**src/pkg/flash_ctrl_pkg.sv**
```systemverilog
//==========================================================================
// Summary of operation
// - Resumed erase continues without rechecking lock changes made while suspended.
// - Program suspend: reads accepted except suspended page, which returns junk.
// - Program suspend accepts volatile and enhanced-volatile config writes.
// - One nesting level: first resume restarts program, second the erase.
// - One state at a time; standby accepts all but suspend and resume.
// - Busy accepts only status reads, flag reads and suspend.
// - Status, nonvolatile config, OTP program, bulk erase only in standby.
// - Enable, disable, flag clear, lock, volatile writes: standby or suspend.
// - Sector and subsector erase accepted only in standby.
// - Sector erase suspend: program other sectors; other suspends reject programs.
// - Reads to erase-suspended sector accepted, data not guaranteed.
// - Resume sets busy, clears controller-ready flag; ignored if nothing suspended.
// - OTP read shifts data out on falling edges, address steps per byte.
// - OTP read address does not wrap; holds at location 40h.
// - OTP program ignored without write enable; no flags set.
// - OTP program needs code, address, whole data bytes; else skipped.
// - At most 65 OTP data bytes latched; later bytes discarded.
// - OTP program sets busy, clears write enable, busy clears at end.
// - OTP program failing at timer end clears write enable and sets program fail flag.
// - Control byte 64 bit 0: 1 allows program, 0 locks forever.
// - Locked OTP program ignored, enable kept, flag bits 1 and 4 set.
//==========================================================================
package flash_ctrl_pkg;
	// Command codes
	localparam logic [7:0] CMD_WREN = 8'h06;
	localparam logic [7:0] CMD_WRDI = 8'h04;
	localparam logic [7:0] CMD_RDSR = 8'h05;
	localparam logic [7:0] CMD_RDFSR = 8'h70;
	localparam logic [7:0] CMD_CLFSR = 8'h50;
	localparam logic [7:0] CMD_WRSR = 8'h01;
	localparam logic [7:0] CMD_WRLR = 8'hE5;
	localparam logic [7:0] CMD_WRNVCR = 8'hB1;
	localparam logic [7:0] CMD_WRVCR = 8'h81;
	localparam logic [7:0] CMD_WREVCR = 8'h61;
	localparam logic [7:0] CMD_READ = 8'h03;
	localparam logic [7:0] CMD_PP = 8'h02;
	localparam logic [7:0] CMD_SE = 8'hD8;
	localparam logic [7:0] CMD_SSE = 8'h20;
	localparam logic [7:0] CMD_BE = 8'hC7;
	localparam logic [7:0] CMD_SUSP = 8'h75;
	localparam logic [7:0] CMD_RESUME = 8'h7A;
	localparam logic [7:0] CMD_OTPRD = 8'h4B;
	localparam logic [7:0] CMD_OTPPG = 8'h42;
	// OTP geometry
	localparam int OTP_BYTES = 65;
	localparam logic [6:0] OTP_LAST = 7'h40;
	localparam int OTP_LOCK_BIT = 0;
	localparam int OTP_DUMMY = 8;
	// Flag status bit positions
	localparam int FS_READY = 7;
	localparam int FS_ERSUSP = 6;
	localparam int FS_ERFAIL = 5;
	localparam int FS_PGFAIL = 4;
	localparam int FS_PGSUSP = 2;
	localparam int FS_PROT = 1;
	localparam logic [7:0] FS_RESET = 8'h80;
	// Self-timed OTP program time
	localparam int T_POTP_US = 100;
	localparam int CLK_MHZ = 20;
	localparam int POTP_CYC = T_POTP_US * CLK_MHZ;
	// Device state
	typedef enum logic [2:0] {
		ST_STANDBY, ST_BUSY, ST_SSE_SUSP, ST_SE_SUSP, ST_PG_SUSP, ST_NEST_SUSP
	} dev_state_t;
	// Command admission classes
	typedef enum logic [3:0] {
		CL_READ, CL_PROG, CL_ERASE, CL_WR_IDLE, CL_WR_ANY, CL_STAT,
		CL_SUSP, CL_RESUME, CL_OTPRD, CL_OTPPG, CL_OTHER
	} cmd_class_t;
endpackage

```
**src/design/otp_mem.sv**
```systemverilog
//==========================================================================
// OTP array storage with registered read data
module otp_mem
	import flash_ctrl_pkg::*;
#(
	parameter int DEPTH = OTP_BYTES
) (
	// Clock
	input wire logic core_clk,
	// Write port
	input wire logic wrEn,
	input wire logic [6:0] wrAddr,
	input wire logic [7:0] wrData,
	// Read port
	input wire logic [6:0] rdAddr,
	output logic [7:0] rdData_r
);
	logic [7:0] mem [DEPTH];

	// Programming clears bits only, as flash does
	always_ff @(posedge core_clk) begin
		if (wrEn) begin
			mem[wrAddr] <= mem[wrAddr] & wrData;
		end
	end

	// Registered read
	always_ff @(posedge core_clk) begin
		rdData_r <= mem[rdAddr];
	end

	// Erased state is all ones
	initial begin
		for (int i = 0; i < DEPTH; i++) begin
			mem[i] = 8'hFF;
		end
	end
endmodule

```
**src/design/pin_sync.sv**
```systemverilog
//==========================================================================
// Two-flop synchroniser for pin inputs
module pin_sync #(
	parameter int W = 3
) (
	// Clock
	input wire logic core_clk,
	// Data
	input wire logic [W-1:0] asyncIn,
	output logic [W-1:0] syncOut
);
	logic [W-1:0] meta_r;

	// First stage read only by second stage
	always_ff @(posedge core_clk) begin
		meta_r <= asyncIn;
		syncOut <= meta_r;
	end
endmodule

```
**src/design/flash_suspend_resume_otp_ctrl.sv**
```systemverilog
//==========================================================================
// Command admission, resume and OTP engine of a serial flash
module flash_suspend_resume_otp_ctrl
	import flash_ctrl_pkg::*;
#(
	parameter int POTP_CYCLES = POTP_CYC
) (
	// Clock and reset
	input wire logic core_clk,
	input wire logic rst,
	// Serial link pins
	input wire logic selectN,
	input wire logic serialClk,
	input wire logic serial_in_line,
	output logic serial_out_line_r,
	output logic serialOutEn_r,
	// Array side state
	input wire logic arrayOpDone,
	input wire logic arrayOpFail,
	input wire logic [15:0] suspSector,
	input wire logic [23:0] suspPage,
	// Suspend events from the suspend logic
	input wire logic suspEraseSse,
	input wire logic suspEraseSe,
	input wire logic suspProgram,
	input wire logic busyStart,
	// Status
	output logic [2:0] devState_r,
	output logic wel_r,
	output logic wip_r,
	output logic [7:0] flagStat_r,
	output logic otpLocked_r,
	output logic [7:0] cmdCode_r,
	output logic cmdAccepted_r,
	output logic cmdRejected_r,
	output logic dataUndefined_r,
	output logic lockRecheck_r
);
	import flash_ctrl_pkg::*;

	//======================================================================
	// Pin synchronisation and edge finding
	logic [2:0] pinsS;
	logic selN, sclk, sin;
	logic sclkD_r, selND_r;
	logic rise, fall, frameEnd;
	pin_sync #(.W(3)) u_sync (
		.core_clk(core_clk),
		.asyncIn({selectN, serialClk, serial_in_line}),
		.syncOut(pinsS)
	);
	assign selN = pinsS[2];
	assign sclk = pinsS[1];
	assign sin = pinsS[0];

	// Previous samples for edge detection
	always_ff @(posedge core_clk) begin
		if (rst) begin
			sclkD_r <= 1'b0;
			selND_r <= 1'b1;
		end else begin
			sclkD_r <= sclk;
			selND_r <= selN;
		end
	end
	assign rise = sclk & ~sclkD_r & ~selN;
	assign fall = ~sclk & sclkD_r & ~selN;
	assign frameEnd = selN & ~selND_r;

	//======================================================================
	// Command classification
	function automatic cmd_class_t classify(input logic [7:0] c);
		unique case (c)
			CMD_READ: classify = CL_READ;
			CMD_PP: classify = CL_PROG;
			CMD_SE, CMD_SSE: classify = CL_ERASE;
			CMD_WRSR, CMD_WRNVCR, CMD_BE: classify = CL_WR_IDLE;
			CMD_WREN, CMD_WRDI, CMD_CLFSR, CMD_WRLR,
			CMD_WRVCR, CMD_WREVCR: classify = CL_WR_ANY;
			CMD_RDSR, CMD_RDFSR: classify = CL_STAT;
			CMD_SUSP: classify = CL_SUSP;
			CMD_RESUME: classify = CL_RESUME;
			CMD_OTPRD: classify = CL_OTPRD;
			CMD_OTPPG: classify = CL_OTPPG;
			default: classify = CL_OTHER;
		endcase
	endfunction

	//======================================================================
	// Serial shift in: bit counter, command, address, data
	logic [9:0] bitCnt_r;
	logic [7:0] shIn_r;
	logic [23:0] addr_r;
	logic [6:0] otpPtr_r;
	logic [6:0] pgCnt_r;
	logic byteDone;
	logic [7:0] byteNow;
	dev_state_t st_r;
	cmd_class_t cls;
	logic admit;
	assign byteNow = {shIn_r[6:0], sin};
	assign byteDone = rise & (bitCnt_r[2:0] == 3'h7);
	assign cls = classify(cmdCode_r);

	// Bits sampled on rising serial clock
	always_ff @(posedge core_clk) begin
		if (rst) begin
			bitCnt_r <= 10'h000;
			shIn_r <= 8'h00;
			cmdCode_r <= 8'h00;
			addr_r <= 24'h000000;
		end else if (selN) begin
			bitCnt_r <= 10'h000;
		end else if (rise) begin
			shIn_r <= byteNow;
			if (bitCnt_r != 10'h3FF) begin
				bitCnt_r <= bitCnt_r + 10'h001;
			end
			if (bitCnt_r == 10'h007) begin
				cmdCode_r <= byteNow;
			end
			if (bitCnt_r >= 10'h008 && bitCnt_r < 10'h020) begin
				addr_r <= {addr_r[22:0], sin};
			end
		end
	end

	//======================================================================
	// Admission table by device state
	always_comb begin
		admit = 1'b0;
		unique case (st_r)
			ST_STANDBY: admit = (cls != CL_SUSP) && (cls != CL_RESUME);
			ST_BUSY: admit = (cls == CL_STAT) || (cls == CL_SUSP);
			ST_SE_SUSP: admit = (cls == CL_READ) || (cls == CL_WR_ANY) ||
				(cls == CL_STAT) || (cls == CL_RESUME) ||
				(cls == CL_OTPRD) ||
				((cls == CL_PROG) && (addr_r[23:16] != suspSector[7:0]));
			ST_SSE_SUSP, ST_PG_SUSP, ST_NEST_SUSP: admit = (cls == CL_READ) ||
				(cls == CL_WR_ANY) || (cls == CL_STAT) ||
				(cls == CL_RESUME) || (cls == CL_OTPRD);
			default: admit = 1'b0;
		endcase
		// Erase and standby-only writes fall through as refused
	end

	// Accept/reject report at frame end
	always_ff @(posedge core_clk) begin
		if (rst) begin
			cmdAccepted_r <= 1'b0;
			cmdRejected_r <= 1'b0;
		end else begin
			cmdAccepted_r <= frameEnd & (bitCnt_r >= 10'h008) & admit;
			cmdRejected_r <= frameEnd & (bitCnt_r >= 10'h008) & ~admit;
		end
	end

	// Reads of suspended page or sector give undefined data
	always_ff @(posedge core_clk) begin
		if (rst) begin
			dataUndefined_r <= 1'b0;
		end else if (selN) begin
			dataUndefined_r <= 1'b0;
		end else if (cls == CL_READ && bitCnt_r == 10'h020) begin
			dataUndefined_r <= ((st_r == ST_PG_SUSP || st_r == ST_NEST_SUSP)
				&& addr_r[23:8] == suspPage[23:8]) ||
				((st_r == ST_SE_SUSP || st_r == ST_SSE_SUSP)
				&& addr_r[23:16] == suspSector[7:0]);
		end
	end

	//======================================================================
	// OTP program data latch, up to 65 bytes
	logic memWr;
	logic [6:0] memWrAddr;
	logic [7:0] otpRd;
	logic [7:0] pgBuf_r [OTP_BYTES];
	logic [6:0] wrIdx_r;
	logic writing_r;
	logic wholeBytes;
	assign wholeBytes = (bitCnt_r[2:0] == 3'h0) && (bitCnt_r >= 10'h028);

	// Data bytes after the address, extras discarded
	always_ff @(posedge core_clk) begin
		if (rst) begin
			pgCnt_r <= 7'h00;
		end else if (selN) begin
			pgCnt_r <= pgCnt_r;
		end else if (bitCnt_r == 10'h000) begin
			pgCnt_r <= 7'h00;
		end else if (byteDone && cls == CL_OTPPG && bitCnt_r >= 10'h020 &&
				pgCnt_r < 7'(OTP_BYTES)) begin
			pgBuf_r[pgCnt_r] <= byteNow;
			pgCnt_r <= pgCnt_r + 7'h01;
		end
	end

	assign memWr = writing_r & (wrIdx_r < pgCnt_r);
	assign memWrAddr = 7'(addr_r[6:0] + wrIdx_r) > OTP_LAST ? OTP_LAST :
		7'(addr_r[6:0] + wrIdx_r);

	otp_mem #(.DEPTH(OTP_BYTES)) u_mem (
		.core_clk(core_clk),
		.wrEn(memWr),
		.wrAddr(memWrAddr),
		.wrData(pgBuf_r[wrIdx_r]),
		.rdAddr(otpPtr_r),
		.rdData_r(otpRd)
	);

	//======================================================================
	// OTP read: pointer and falling-edge shift out
	logic [7:0] shOut_r;
	logic rdPhase;
	assign rdPhase = (cls == CL_OTPRD) && admit &&
		(bitCnt_r >= 10'(32 + OTP_DUMMY));

	// Pointer advances per byte and saturates at 40h
	always_ff @(posedge core_clk) begin
		if (rst) begin
			otpPtr_r <= 7'h00;
		end else if (rise && bitCnt_r == 10'h01F) begin
			otpPtr_r <= {addr_r[5:0], sin} > OTP_LAST ? OTP_LAST :
				{addr_r[5:0], sin};
		end else if (rdPhase && byteDone && otpPtr_r != OTP_LAST) begin
			otpPtr_r <= otpPtr_r + 7'h01;
		end
	end

	// Output shifter on falling edges until select rises
	always_ff @(posedge core_clk) begin
		if (rst) begin
			shOut_r <= 8'hFF;
			serial_out_line_r <= 1'b0;
			serialOutEn_r <= 1'b0;
		end else if (selN) begin
			serialOutEn_r <= 1'b0;
		end else if (rdPhase && fall) begin
			serialOutEn_r <= 1'b1;
			if (bitCnt_r[2:0] == 3'h0) begin
				serial_out_line_r <= otpRd[7];
				shOut_r <= {otpRd[6:0], 1'b0};
			end else begin
				serial_out_line_r <= shOut_r[7];
				shOut_r <= {shOut_r[6:0], 1'b0};
			end
		end
	end

	//======================================================================
	// Device state, resume and OTP program engine
	logic [15:0] timer_r;
	logic otpRun_r;
	logic goOtp;
	logic nestPend_r;
	assign goOtp = frameEnd && cls == CL_OTPPG && admit && wholeBytes &&
		wel_r && ~otpLocked_r;

	// State transitions
	always_ff @(posedge core_clk) begin
		if (rst) begin
			st_r <= ST_STANDBY;
			lockRecheck_r <= 1'b0;
		end else begin
			lockRecheck_r <= 1'b0;
			if (frameEnd && cls == CL_RESUME && admit) begin
				unique case (st_r)
					ST_NEST_SUSP: st_r <= ST_BUSY;
					default: st_r <= ST_BUSY;
				endcase
			end else if (goOtp || busyStart) begin
				st_r <= ST_BUSY;
			end else if (st_r == ST_BUSY && suspProgram) begin
				st_r <= (nestPend_r) ? ST_NEST_SUSP : ST_PG_SUSP;
			end else if (st_r == ST_BUSY && suspEraseSe) begin
				st_r <= ST_SE_SUSP;
			end else if (st_r == ST_BUSY && suspEraseSse) begin
				st_r <= ST_SSE_SUSP;
			end else if (st_r == ST_BUSY && (arrayOpDone ||
					(otpRun_r && timer_r == 16'h0000))) begin
				st_r <= nestPend_r ? ST_SE_SUSP : ST_STANDBY;
			end
		end
	end

	// Remembers an erase suspended beneath a program
	always_ff @(posedge core_clk) begin
		if (rst) begin
			nestPend_r <= 1'b0;
		end else if (goOtp || busyStart) begin
			nestPend_r <= (st_r == ST_SE_SUSP) || (st_r == ST_SSE_SUSP);
		end else if (frameEnd && cls == CL_RESUME && admit &&
				st_r != ST_NEST_SUSP) begin
			nestPend_r <= 1'b0;
		end
	end

	// Self-timed OTP program counter and writer
	always_ff @(posedge core_clk) begin
		if (rst) begin
			otpRun_r <= 1'b0;
			timer_r <= 16'h0000;
			writing_r <= 1'b0;
			wrIdx_r <= 7'h00;
		end else if (goOtp) begin
			otpRun_r <= 1'b1;
			timer_r <= 16'(POTP_CYCLES - 1);
			writing_r <= 1'b1;
			wrIdx_r <= 7'h00;
		end else if (otpRun_r) begin
			if (writing_r) begin
				wrIdx_r <= wrIdx_r + 7'h01;
				writing_r <= (wrIdx_r + 7'h01) < pgCnt_r;
			end
			if (timer_r == 16'h0000) begin
				otpRun_r <= 1'b0;
			end else begin
				timer_r <= timer_r - 16'h0001;
			end
		end
	end

	// Lock bit reflects control byte 64 bit 0
	always_ff @(posedge core_clk) begin
		if (rst) begin
			otpLocked_r <= 1'b0;
		end else if (memWr && memWrAddr == OTP_LAST &&
				!pgBuf_r[wrIdx_r][OTP_LOCK_BIT]) begin
			otpLocked_r <= 1'b1;
		end
	end

	//======================================================================
	// Write enable latch, busy bit and flag status
	logic otpLockHit;
	assign otpLockHit = frameEnd && cls == CL_OTPPG && admit && wholeBytes &&
		wel_r && otpLocked_r;

	// Write enable latch
	always_ff @(posedge core_clk) begin
		if (rst) begin
			wel_r <= 1'b0;
		end else if (goOtp) begin
			wel_r <= 1'b0;
		end else if (otpRun_r && timer_r == 16'h0000 && arrayOpFail) begin
			wel_r <= 1'b0;
		end else if (frameEnd && admit && bitCnt_r == 10'h008) begin
			if (cmdCode_r == CMD_WREN) wel_r <= 1'b1;
			else if (cmdCode_r == CMD_WRDI) wel_r <= 1'b0;
		end
	end

	// Busy bit
	always_ff @(posedge core_clk) begin
		if (rst) begin
			wip_r <= 1'b0;
		end else if ((frameEnd && cls == CL_RESUME && admit) ||
				goOtp || busyStart) begin
			wip_r <= 1'b1;
		end else if (st_r == ST_BUSY && (arrayOpDone || suspProgram ||
				suspEraseSe || suspEraseSse ||
				(otpRun_r && timer_r == 16'h0000))) begin
			wip_r <= 1'b0;
		end
	end

	// Flag status; hardware sets win over clear
	always_ff @(posedge core_clk) begin
		if (rst) begin
			flagStat_r <= FS_RESET;
		end else begin
			logic [7:0] f;
			f = flagStat_r;
			if (frameEnd && cmdCode_r == CMD_CLFSR && admit &&
					bitCnt_r == 10'h008) f = 8'h00 | (f & 8'hC4);
			if (frameEnd && cls == CL_RESUME && admit) begin
				f[FS_READY] = 1'b0;
				f[FS_PGSUSP] = 1'b0;
				if (st_r != ST_NEST_SUSP) f[FS_ERSUSP] = 1'b0;
			end
			if (goOtp || busyStart) f[FS_READY] = 1'b0;
			if (suspProgram) f[FS_PGSUSP] = 1'b1;
			if (suspEraseSe || suspEraseSse) f[FS_ERSUSP] = 1'b1;
			if (st_r == ST_BUSY && (suspProgram || suspEraseSe ||
					suspEraseSse || arrayOpDone)) f[FS_READY] = 1'b1;
			if (otpRun_r && timer_r == 16'h0000) begin
				f[FS_READY] = 1'b1;
				if (arrayOpFail) f[FS_PGFAIL] = 1'b1;
			end
			if (otpLockHit) begin
				f[FS_PROT] = 1'b1;
				f[FS_PGFAIL] = 1'b1;
			end
			flagStat_r <= f;
		end
	end

	// State code output
	always_ff @(posedge core_clk) begin
		devState_r <= rst ? 3'h0 : st_r;
	end

	//======================================================================
	// Checks on the admission table, resume and OTP engine
	a_resume_busy: assert property (@(posedge core_clk) disable iff (rst)
		frameEnd && cls == CL_RESUME && admit |=> wip_r)
		else $error("resume did not set busy");
	a_resume_ready: assert property (@(posedge core_clk) disable iff (rst)
		frameEnd && cls == CL_RESUME && admit |=>
		!flagStat_r[FS_READY])
		else $error("resume did not clear ready flag");
	a_standby_susp: assert property (@(posedge core_clk) disable iff (rst)
		frameEnd && st_r == ST_STANDBY && cls == CL_SUSP &&
		bitCnt_r >= 10'h008 |=> cmdRejected_r)
		else $error("suspend accepted in standby");
	a_busy_refuse: assert property (@(posedge core_clk) disable iff (rst)
		frameEnd && st_r == ST_BUSY && bitCnt_r >= 10'h008 &&
		cls != CL_STAT && cls != CL_SUSP |=> cmdRejected_r)
		else $error("command accepted while busy");
	a_otp_start: assert property (@(posedge core_clk) disable iff (rst)
		goOtp |=> !wel_r && wip_r)
		else $error("OTP program start did not set busy and clear latch");
	a_lock_sticky: assert property (@(posedge core_clk) disable iff (rst)
		otpLocked_r |=> otpLocked_r)
		else $error("OTP lock returned to open");
	a_lock_hit: assert property (@(posedge core_clk) disable iff (rst)
		otpLockHit |=> flagStat_r[FS_PROT] &&
		flagStat_r[FS_PGFAIL] && wel_r)
		else $error("locked OTP program flags wrong");
	// Main scenarios reached
	c_nested: cover property (@(posedge core_clk) st_r == ST_NEST_SUSP);
	c_otp_run: cover property (@(posedge core_clk) goOtp);
	c_lock_hit: cover property (@(posedge core_clk) otpLockHit);
endmodule

```
**config.mk**
```make
export PLATFORM = sky130hd
export DESIGN_NAME = flash_suspend_resume_otp_ctrl
export DESIGN_NICKNAME = d
export VERILOG_FILES = /design/src/pkg/flash_ctrl_pkg.sv /design/src/design/otp_mem.sv /design/src/design/pin_sync.sv /design/src/design/flash_suspend_resume_otp_ctrl.sv
export SDC_FILE = /design/constraint.sdc
export NUM_CORES = 2
export LEC_CHECK = 0
export ABC_CLOCK_PERIOD_IN_PS = 7600
export BUFFER_PORTS_ARGS = -buffer_cell sky130_fd_sc_hd__buf_4
export CAP_MARGIN = 10
export CORE_AREA = 10 10 348 350
export CTS_CLUSTER_SIZE = 28
export DETAILED_ROUTE_END_ITERATION = 8
export DIE_AREA = 0 0 358 360
export SLEW_MARGIN = 10
export SYNTH_ARGS = -nofsm -noshare
export SYNTH_HDL_FRONTEND = slang
export SYNTH_SLANG_ARGS = --single-unit
```
**constraint.sdc**
```tcl
create_clock -name core_clk -period 7.6 [get_ports core_clk]
set_clock_uncertainty 0.15 [all_clocks]
set_input_delay 0.38 -clock core_clk [delete_from_list [all_inputs] [get_ports core_clk]]
set_output_delay 0.38 -clock core_clk [all_outputs]
set_load 0.02 [all_outputs]
```
; Word-level counts from Yosys, hierarchy flattened
; Memory sizes are Yosys's and may differ from the RTL's. A register that Yosys moved wholly into a read port is not among the register bits.
; Cells that the tools add are included.
[word_totals]
regBits = 124
inputBits = 51
word_cells = 264
ram_bits = 1040
memories = 2
out_inout_bits = 28
[memory_table]
columns = memory, words, width, read_ports, rd_clocked_by_memory_dff, wr, line
row1 = pgBuf_r, 65, 8, 1, 1, 1, flash_suspend_resume_otp_ctrl.sv:177  ; logic [7:0] pgBuf_r [OTP_BYTES];
row2 = u_mem.mem, 65, 8, 2, 1, 1, otp_mem.sv:18  ; logic [7:0] mem [DEPTH];
[op_classes]
add_sub_neg = 6
n_eq_ne = 46
n_lt_le_gt_ge = 9
mux = 53
reduce_logical = 98
bitwise_logic = 18
[ops]
columns = operator, n
row1 = $eq A8 B7 Y1 const B, 7
row2 = $mux W7, 8
row3 = $eq A8 B8 Y1 const B, 5
row4 = $logic_and A1 B1 Y1, 40
row5 = $pmux W4 S10, 1
row6 = $mux W11, 3
row7 = $mux W1, 32
row8 = $eq A8 B3 Y1 const B, 3
row9 = $add A7 B1 Y7 const B, 3
row10 = $logic_or A1 B1 Y1, 21
row11 = $ge A10 B6 Y1 const B, 2
row12 = $reduce_bool A2 Y1, 9
row13 = $eq A16 B16 Y1, 1
row14 = $eq A4 B3 Y1 const B, 4
row15 = $eq A8 B2 Y1 const B, 2
row16 = $logic_not A16 Y1, 1
row17 = $reduce_and A2 Y1, 8
row18 = $sub A16 B1 Y16 const B, 1
row19 = $reduce_or A3 Y1, 5
row20 = $gt A7 B7 Y1 const B, 2
row21 = $lt A7 B7 Y1, 2
row22 = $mux W3, 4
row23 = $add A10 B1 Y10 const B, 1
row24 = $and A1 B1 Y1, 10
row25 = 38 further kinds, 55

; Depth between registers and ports, before layout
[depth]
ltp_word = 17
mapped_depth = 14
mapped_depth_nobuf = 11

; Modules after synthesis
; From an unflattened synthesis, not the netlist that was laid out.
[hier_totals]
cells_unflattened = 3014
area_unflattened_um2 = 51478.1
[modules_own_cells]
columns = mod, cells_each, area_per_inst_um2, instances
row1 = flash_suspend_resume_otp_ctrl, 1616, 26563.0, 1
row2 = otp_mem, 1392, 24795.0, 1
row3 = pin_sync, 6, 120.1, 1

; Worst setup path after synthesis
; No wires, ideal clock.
[synth_path]
kind = register to register
from = register wrIdx_r[0]
to = memory u_mem.mem[0][1] (data pin)
path_slack_ps = 1038
arrival_ps = 5683
t_required_ps = 6721
n_path_buf = 3
stages_incl_launch_ff = 13
setup_time_ps = 729
cell_sequence = dfxtp_1 ha_1 fa_1 xor2_1 clkbuf_1 clkbuf_1 clkbuf_1 nor2_1 nor3_1 a221oi_1 a21oi_1 nor4_1 a211oi_1
[synth_via]
elab_chain_len = 5
[synth_lines]
columns = item, line
row1 = "start, declared", flash_suspend_resume_otp_ctrl.sv:178  ; logic [6:0] wrIdx_r;
row2 = "start signal, assigned", flash_suspend_resume_otp_ctrl.sv:312  ; wrIdx_r <= wrIdx_r + 7'h01;
row3 = $add A7 B7 Y7 *, "flash_suspend_resume_otp_ctrl.sv:199, flash_suspend_resume_otp_ctrl.sv:200"
row4 = $gt A7 B7 Y1, flash_suspend_resume_otp_ctrl.sv:199  ; assign memWrAddr = 7'(addr_r[6:0] + wrIdx_r) > OTP_LAST ? OTP_LAST :
row5 = $mux W7 *, flash_suspend_resume_otp_ctrl.sv:199
row6 = $mem_v2 Z65 W8 *, -
row7 = $and A8 B8 Y8 *, otp_mem.sv:23  ; mem[wrAddr] <= mem[wrAddr] & wrData;
row8 = "end, declared", otp_mem.sv:18
; Every way passes the cells marked *; elsewhere a longest branch is shown, timed or not.

; Final worst setup path
[layout_path]
from = register wrIdx_r[0]
to = memory u_mem.mem[62][6] (data pin)
; The elaborated chain is that of the path after synthesis.

==> flow_metrics.tcl <==
set metrics [dict create \
    wl_per_cell_um 29.81 \
    drt_iter0_drc 3587 \
    combPwrFrac 0.006 \
    synthCells 3035 \
    intPower_w 0.01071 \
    hold_violations 0 \
    setup_viol 0 \
    switchingPower_w 0.002575 \
    multiInputGateArea_um2 16430 \
    synth_top_area_frac 0.6131 \
    synthArstFlopShare 0 \
    syn_area_um2 50930 \
    gp_congestion 0.8687 \
    ys_ff_latch 1179 \
    post_cts_buffers 0 \
    chipWidth_um 358 \
    status "complete, no violations" \
    regToRegEndpoint "u_mem.mem[62][6]$_DFFE_PP_" \
    cts_buffers 118 \
    grt_use_total 0.2175 \
    relSlewSlack 0.1747 \
    ys.flop_type "edfxtp_1" \
    drc 0 \
    post-route-min-period_ns 6.548 \
    min_path_type "input port to flip-flop" \
    cap_violations 0 \
    grt_pass1_wl_um 208600 \
    peakVddDrop_uv 258.3 \
    fillers 9134 \
    die_h_um 360 \
    synth_edf_count 1040 \
    cts_tree "yes" \
    drv_slew 0 \
    clockBufferDepth 3 \
    viasPerCell 6.343 \
    portBuffers 58 \
    die_area_um2 128900 \
    synth_top_area_cell "edfxtp_1" \
    dp_cells 4540 \
    rsz0062_at_grt "no" \
    pwr-share-seq 0.524 \
    sw_frac_of_total 0.1938 \
    max_freq_mhz 152.7 \
    core_area_um2 113900 \
    final_cells 4777 \
    gr-total-overflow 0 \
    drt_pass1_iterations 6 \
    cts.clk_slew.worst_paths_ns 0.06 \
    fin_nets 3238 \
    end_kind "flip-flop" \
    drive_gt1_frac 0.2595 \
    area_delta_synth_final_pct 14.39 \
    min_to "dataUndefined_r$_SDFFE_PP0P_" \
    yosys_warnings 0 \
    dp_hpwl_um 89780 \
    synth_area_per_cell_um2 16.78 \
    ff_latch_area_um2 34040 \
    ioPinCount 79 \
    synth.area.top_cells "edfxtp_1, mux4_2, dfxtp_1" \
    cts_root_buffer "clkbuf_16" \
    grt_max_degree 89 \
    ys_seq_area_frac 0.6678 \
    r2r-start "wrIdx_r[0]$_SDFFE_PP0P_" \
    tightest_slew_ns 1.233 \
    rows 124 \
    num_vias 30300 \
    critPathMaxFanout 33 \
    routed_wl_um 142400 \
    htree_levels 3 \
    required_ns 7.87 \
    fin_tns_setup_ns 0 \
    critPathMaxStageDelay_ns 1.03 \
    powerDensity_nw_per_um2 228.0 \
    cp_slowest_cell "and3_1" \
    worst_r2r_path_depth 12 \
    crit_chain "ha_4 -> fa_1 -> a211oi_1 -> o211ai_1 -> and3_1 -> buf_4 -> o32ai_1 -> a211oi_1 -> o221ai_1 -> o31ai_1 -> a21boi_4 -> buf_4" \
    power_leakage_nw 17.87 \
    grt_pass1_vias 30500 \
    min_delay_path_depth 6 \
    detail-route-antenna-nets 0 \
    clk_latency_ns 0.74 \
    clkPwrFrac 0.470 \
    crit_arrival_ns 6.82 \
    initial_core_util 0.4473 \
    clock-sinks 1179 \
    synth.distinct_cells 86 \
    reg2reg_slack_ns 1.05 \
    min-delay-start "suspPage[15]" \
    path_class "flip-flop to flip-flop" \
    crit_path_start_kind "flip-flop" \
    fin_crit_sh 0.8616 \
    antenna_found_initial 4 \
]
-- per-stage QoR --
| step | power (W) | worst slack (ns) | area (µm²) | utilization | hold WS, ns |
|---|---|---|---|---|---|
| after floorplan | 0.007141 | 1.038 | 50950 | - | 0.1596 |
| after global placement | 0.007173 | 1.515 | 53950 | 0.4737 | 0.1668 |
| after detailed placement | 0.007176 | 1.453 | 53950 | 0.4737 | 0.1725 |
| after CTS | 0.01336 | 1.427 | 58260 | 0.5116 | 0.01480 |
| after global routing | 0.01362 | 1.027 | 58260 | 0.5116 | 0.08768 |
| final | 0.01328 | 1.052 | 58260 | 0.5116 | 0.05217 |
-- metal layers --
layer  global-route usage  up-vias  share of wire
li1                     -    12630              -
met2               0.3542     1660           0.49
met4              0.08397        2          0.040
met5                    0        -       0.000091
met3              0.03916      357          0.087
met1               0.2888    15650           0.38
-- worst max-delay path by stage --
| stage | from | to | slack [ns] | cells after the start |
|---|---|---|---|---|
| floorplan | wrIdx_r[0]$_SDFFE_PP0P_ | u_mem.mem[0][1]$_DFFE_PP_ | 1.04 | 12 |
| global placement | wrIdx_r[0]$_SDFFE_PP0P_ | u_mem.mem[60][6]$_DFFE_PP_ | 1.51 | 12 |
| detailed placement | wrIdx_r[0]$_SDFFE_PP0P_ | u_mem.mem[61][6]$_DFFE_PP_ | 1.45 | 12 |
| CTS | wrIdx_r[0]$_SDFFE_PP0P_ | u_mem.mem[58][6]$_DFFE_PP_ | 1.43 | 12 |
| global route | wrIdx_r[0]$_SDFFE_PP0P_ | u_mem.mem[17][2]$_DFFE_PP_ | 1.03 | 14 |
| finish | wrIdx_r[0]$_SDFFE_PP0P_ | u_mem.mem[62][6]$_DFFE_PP_ | 1.05 | 12 |
-- cells in the mapped netlist (6+ instances only) --
master and instances:
edfxtp_1 1040, mux4_2 358, nand2_1 191, nor2_1 190
dfxtp_1 139, clkbuf_1 122, a21oi_1 109, mux2i_1 70
a22oi_1 63, nor4_1 59, xnor2_1 57, nor3_1 56
a31oi_1 51, o21ai_0 49, buf_2 40, nand3_1 39
buf_1 28, mux2_2 27, ha_1 26, inv_1 25
a211oi_1 20, nand4_1 20, or3_1 18, a221oi_1 17
xor2_1 16, nand2b_1 15, nor2b_1 15, and3_1 14
o22ai_1 11, a32oi_1 10, o2bb2ai_1 9, a21o_1 7
a221o_1 7, or4_1 7, a222oi_1 6, and2_1 6
buf_4 6, nor3b_1 6
-- layout by cell type (no fill, tap or decap), types with 9 or more instances in the layout --
master         count
nand3_1           39
mux2_2            27
nor4_1            29
or3_1             17
o2bb2ai_1          9
nand4_1           20
and3_1            14
a221oi_1          17
o22ai_1           11
a31oi_1           50
nor2b_1           15
o21ai_0           49
dfxtp_2           11
a32oi_1           10
a211oi_1          16
clkinv_1          23
nor4_2            25
inv_1             25
nand2_1          191
nor3_1            50
xnor2_1           55
ha_1              25
a22oi_1           63
clkbuf_1          16
nand2b_1          15
edfxtp_1        1040
xor2_1            15
nor2_1           190
mux2i_1           70
bufinv_16         24
clkinv_2          26
buf_4            182
dlygate4sd3_1     12
a21oi_1          108
mux4_2           358
dfxtp_1          124
clkbuf_16        120
-- final cells by class --
type,count,share of cell area
antenna,1,0.00004295
clock buffer,137,0.05281
clock inverter,87,0.01909
inverter,28,0.001804
multi-input combinational,1633,0.2820
sequential,1179,0.5843
tap,1512,0.03247
timing repair buffer,200,0.02757
-- logic make-up after synthesis --
kind of cell / count (synthesis) / share of synthesized area
simple gates: 663 / 0.06262
buf+inv: 226 / 0.01825
xor+xnor: 73 / 0.01255
compound gates: 411 / 0.05392
fa+ha+maj: 27 / 0.006780
other cells: 1 / 0.00007362
mux: 455 / 0.1780
flops: 1179 / 0.6678
-- power groups by stage --
stage / logic, W / registers (W) / clock network (W)
floorplan: 0.0000335 / 0.00711 / 0
global placement: 0.0000726 / 0.00710 / 0
detailed placement: 0.0000748 / 0.00710 / 0
CTS: 0.0000799 / 0.00696 / 0.00632
global route: 0.0000870 / 0.00696 / 0.00658
finish: 0.0000797 / 0.00696 / 0.00624
-- sequential cells by signal (all words and copies together), names as in the netlist, 7 cells and up, named ones only --
register	flops
shIn_r	7
pgBuf_r	520
cmdCode_r	8
otpPtr_r	7
timer_r	16
addr_r	24
u_mem.mem	520
u_mem.rdData_r	8
shOut_r	8
pgCnt_r	7
bitCnt_r	10
wrIdx_r	7
-- what timing repair did --
action                    CTS  global route
gates resized for setup     0             0
hold endpoints to repair   19             0
hold buffers               12             0
-- critical path: cells and delay by family (launching register included) --
family,cells,cell delay (ns)
DFF,1,0.52
buffers and inverters,2,0.88
and+or+nand+nor,1,1.03
AOI/OAI and AO/OA,7,3.08
adders and majority gates,2,0.55
(Power assumes the default switching activity.)
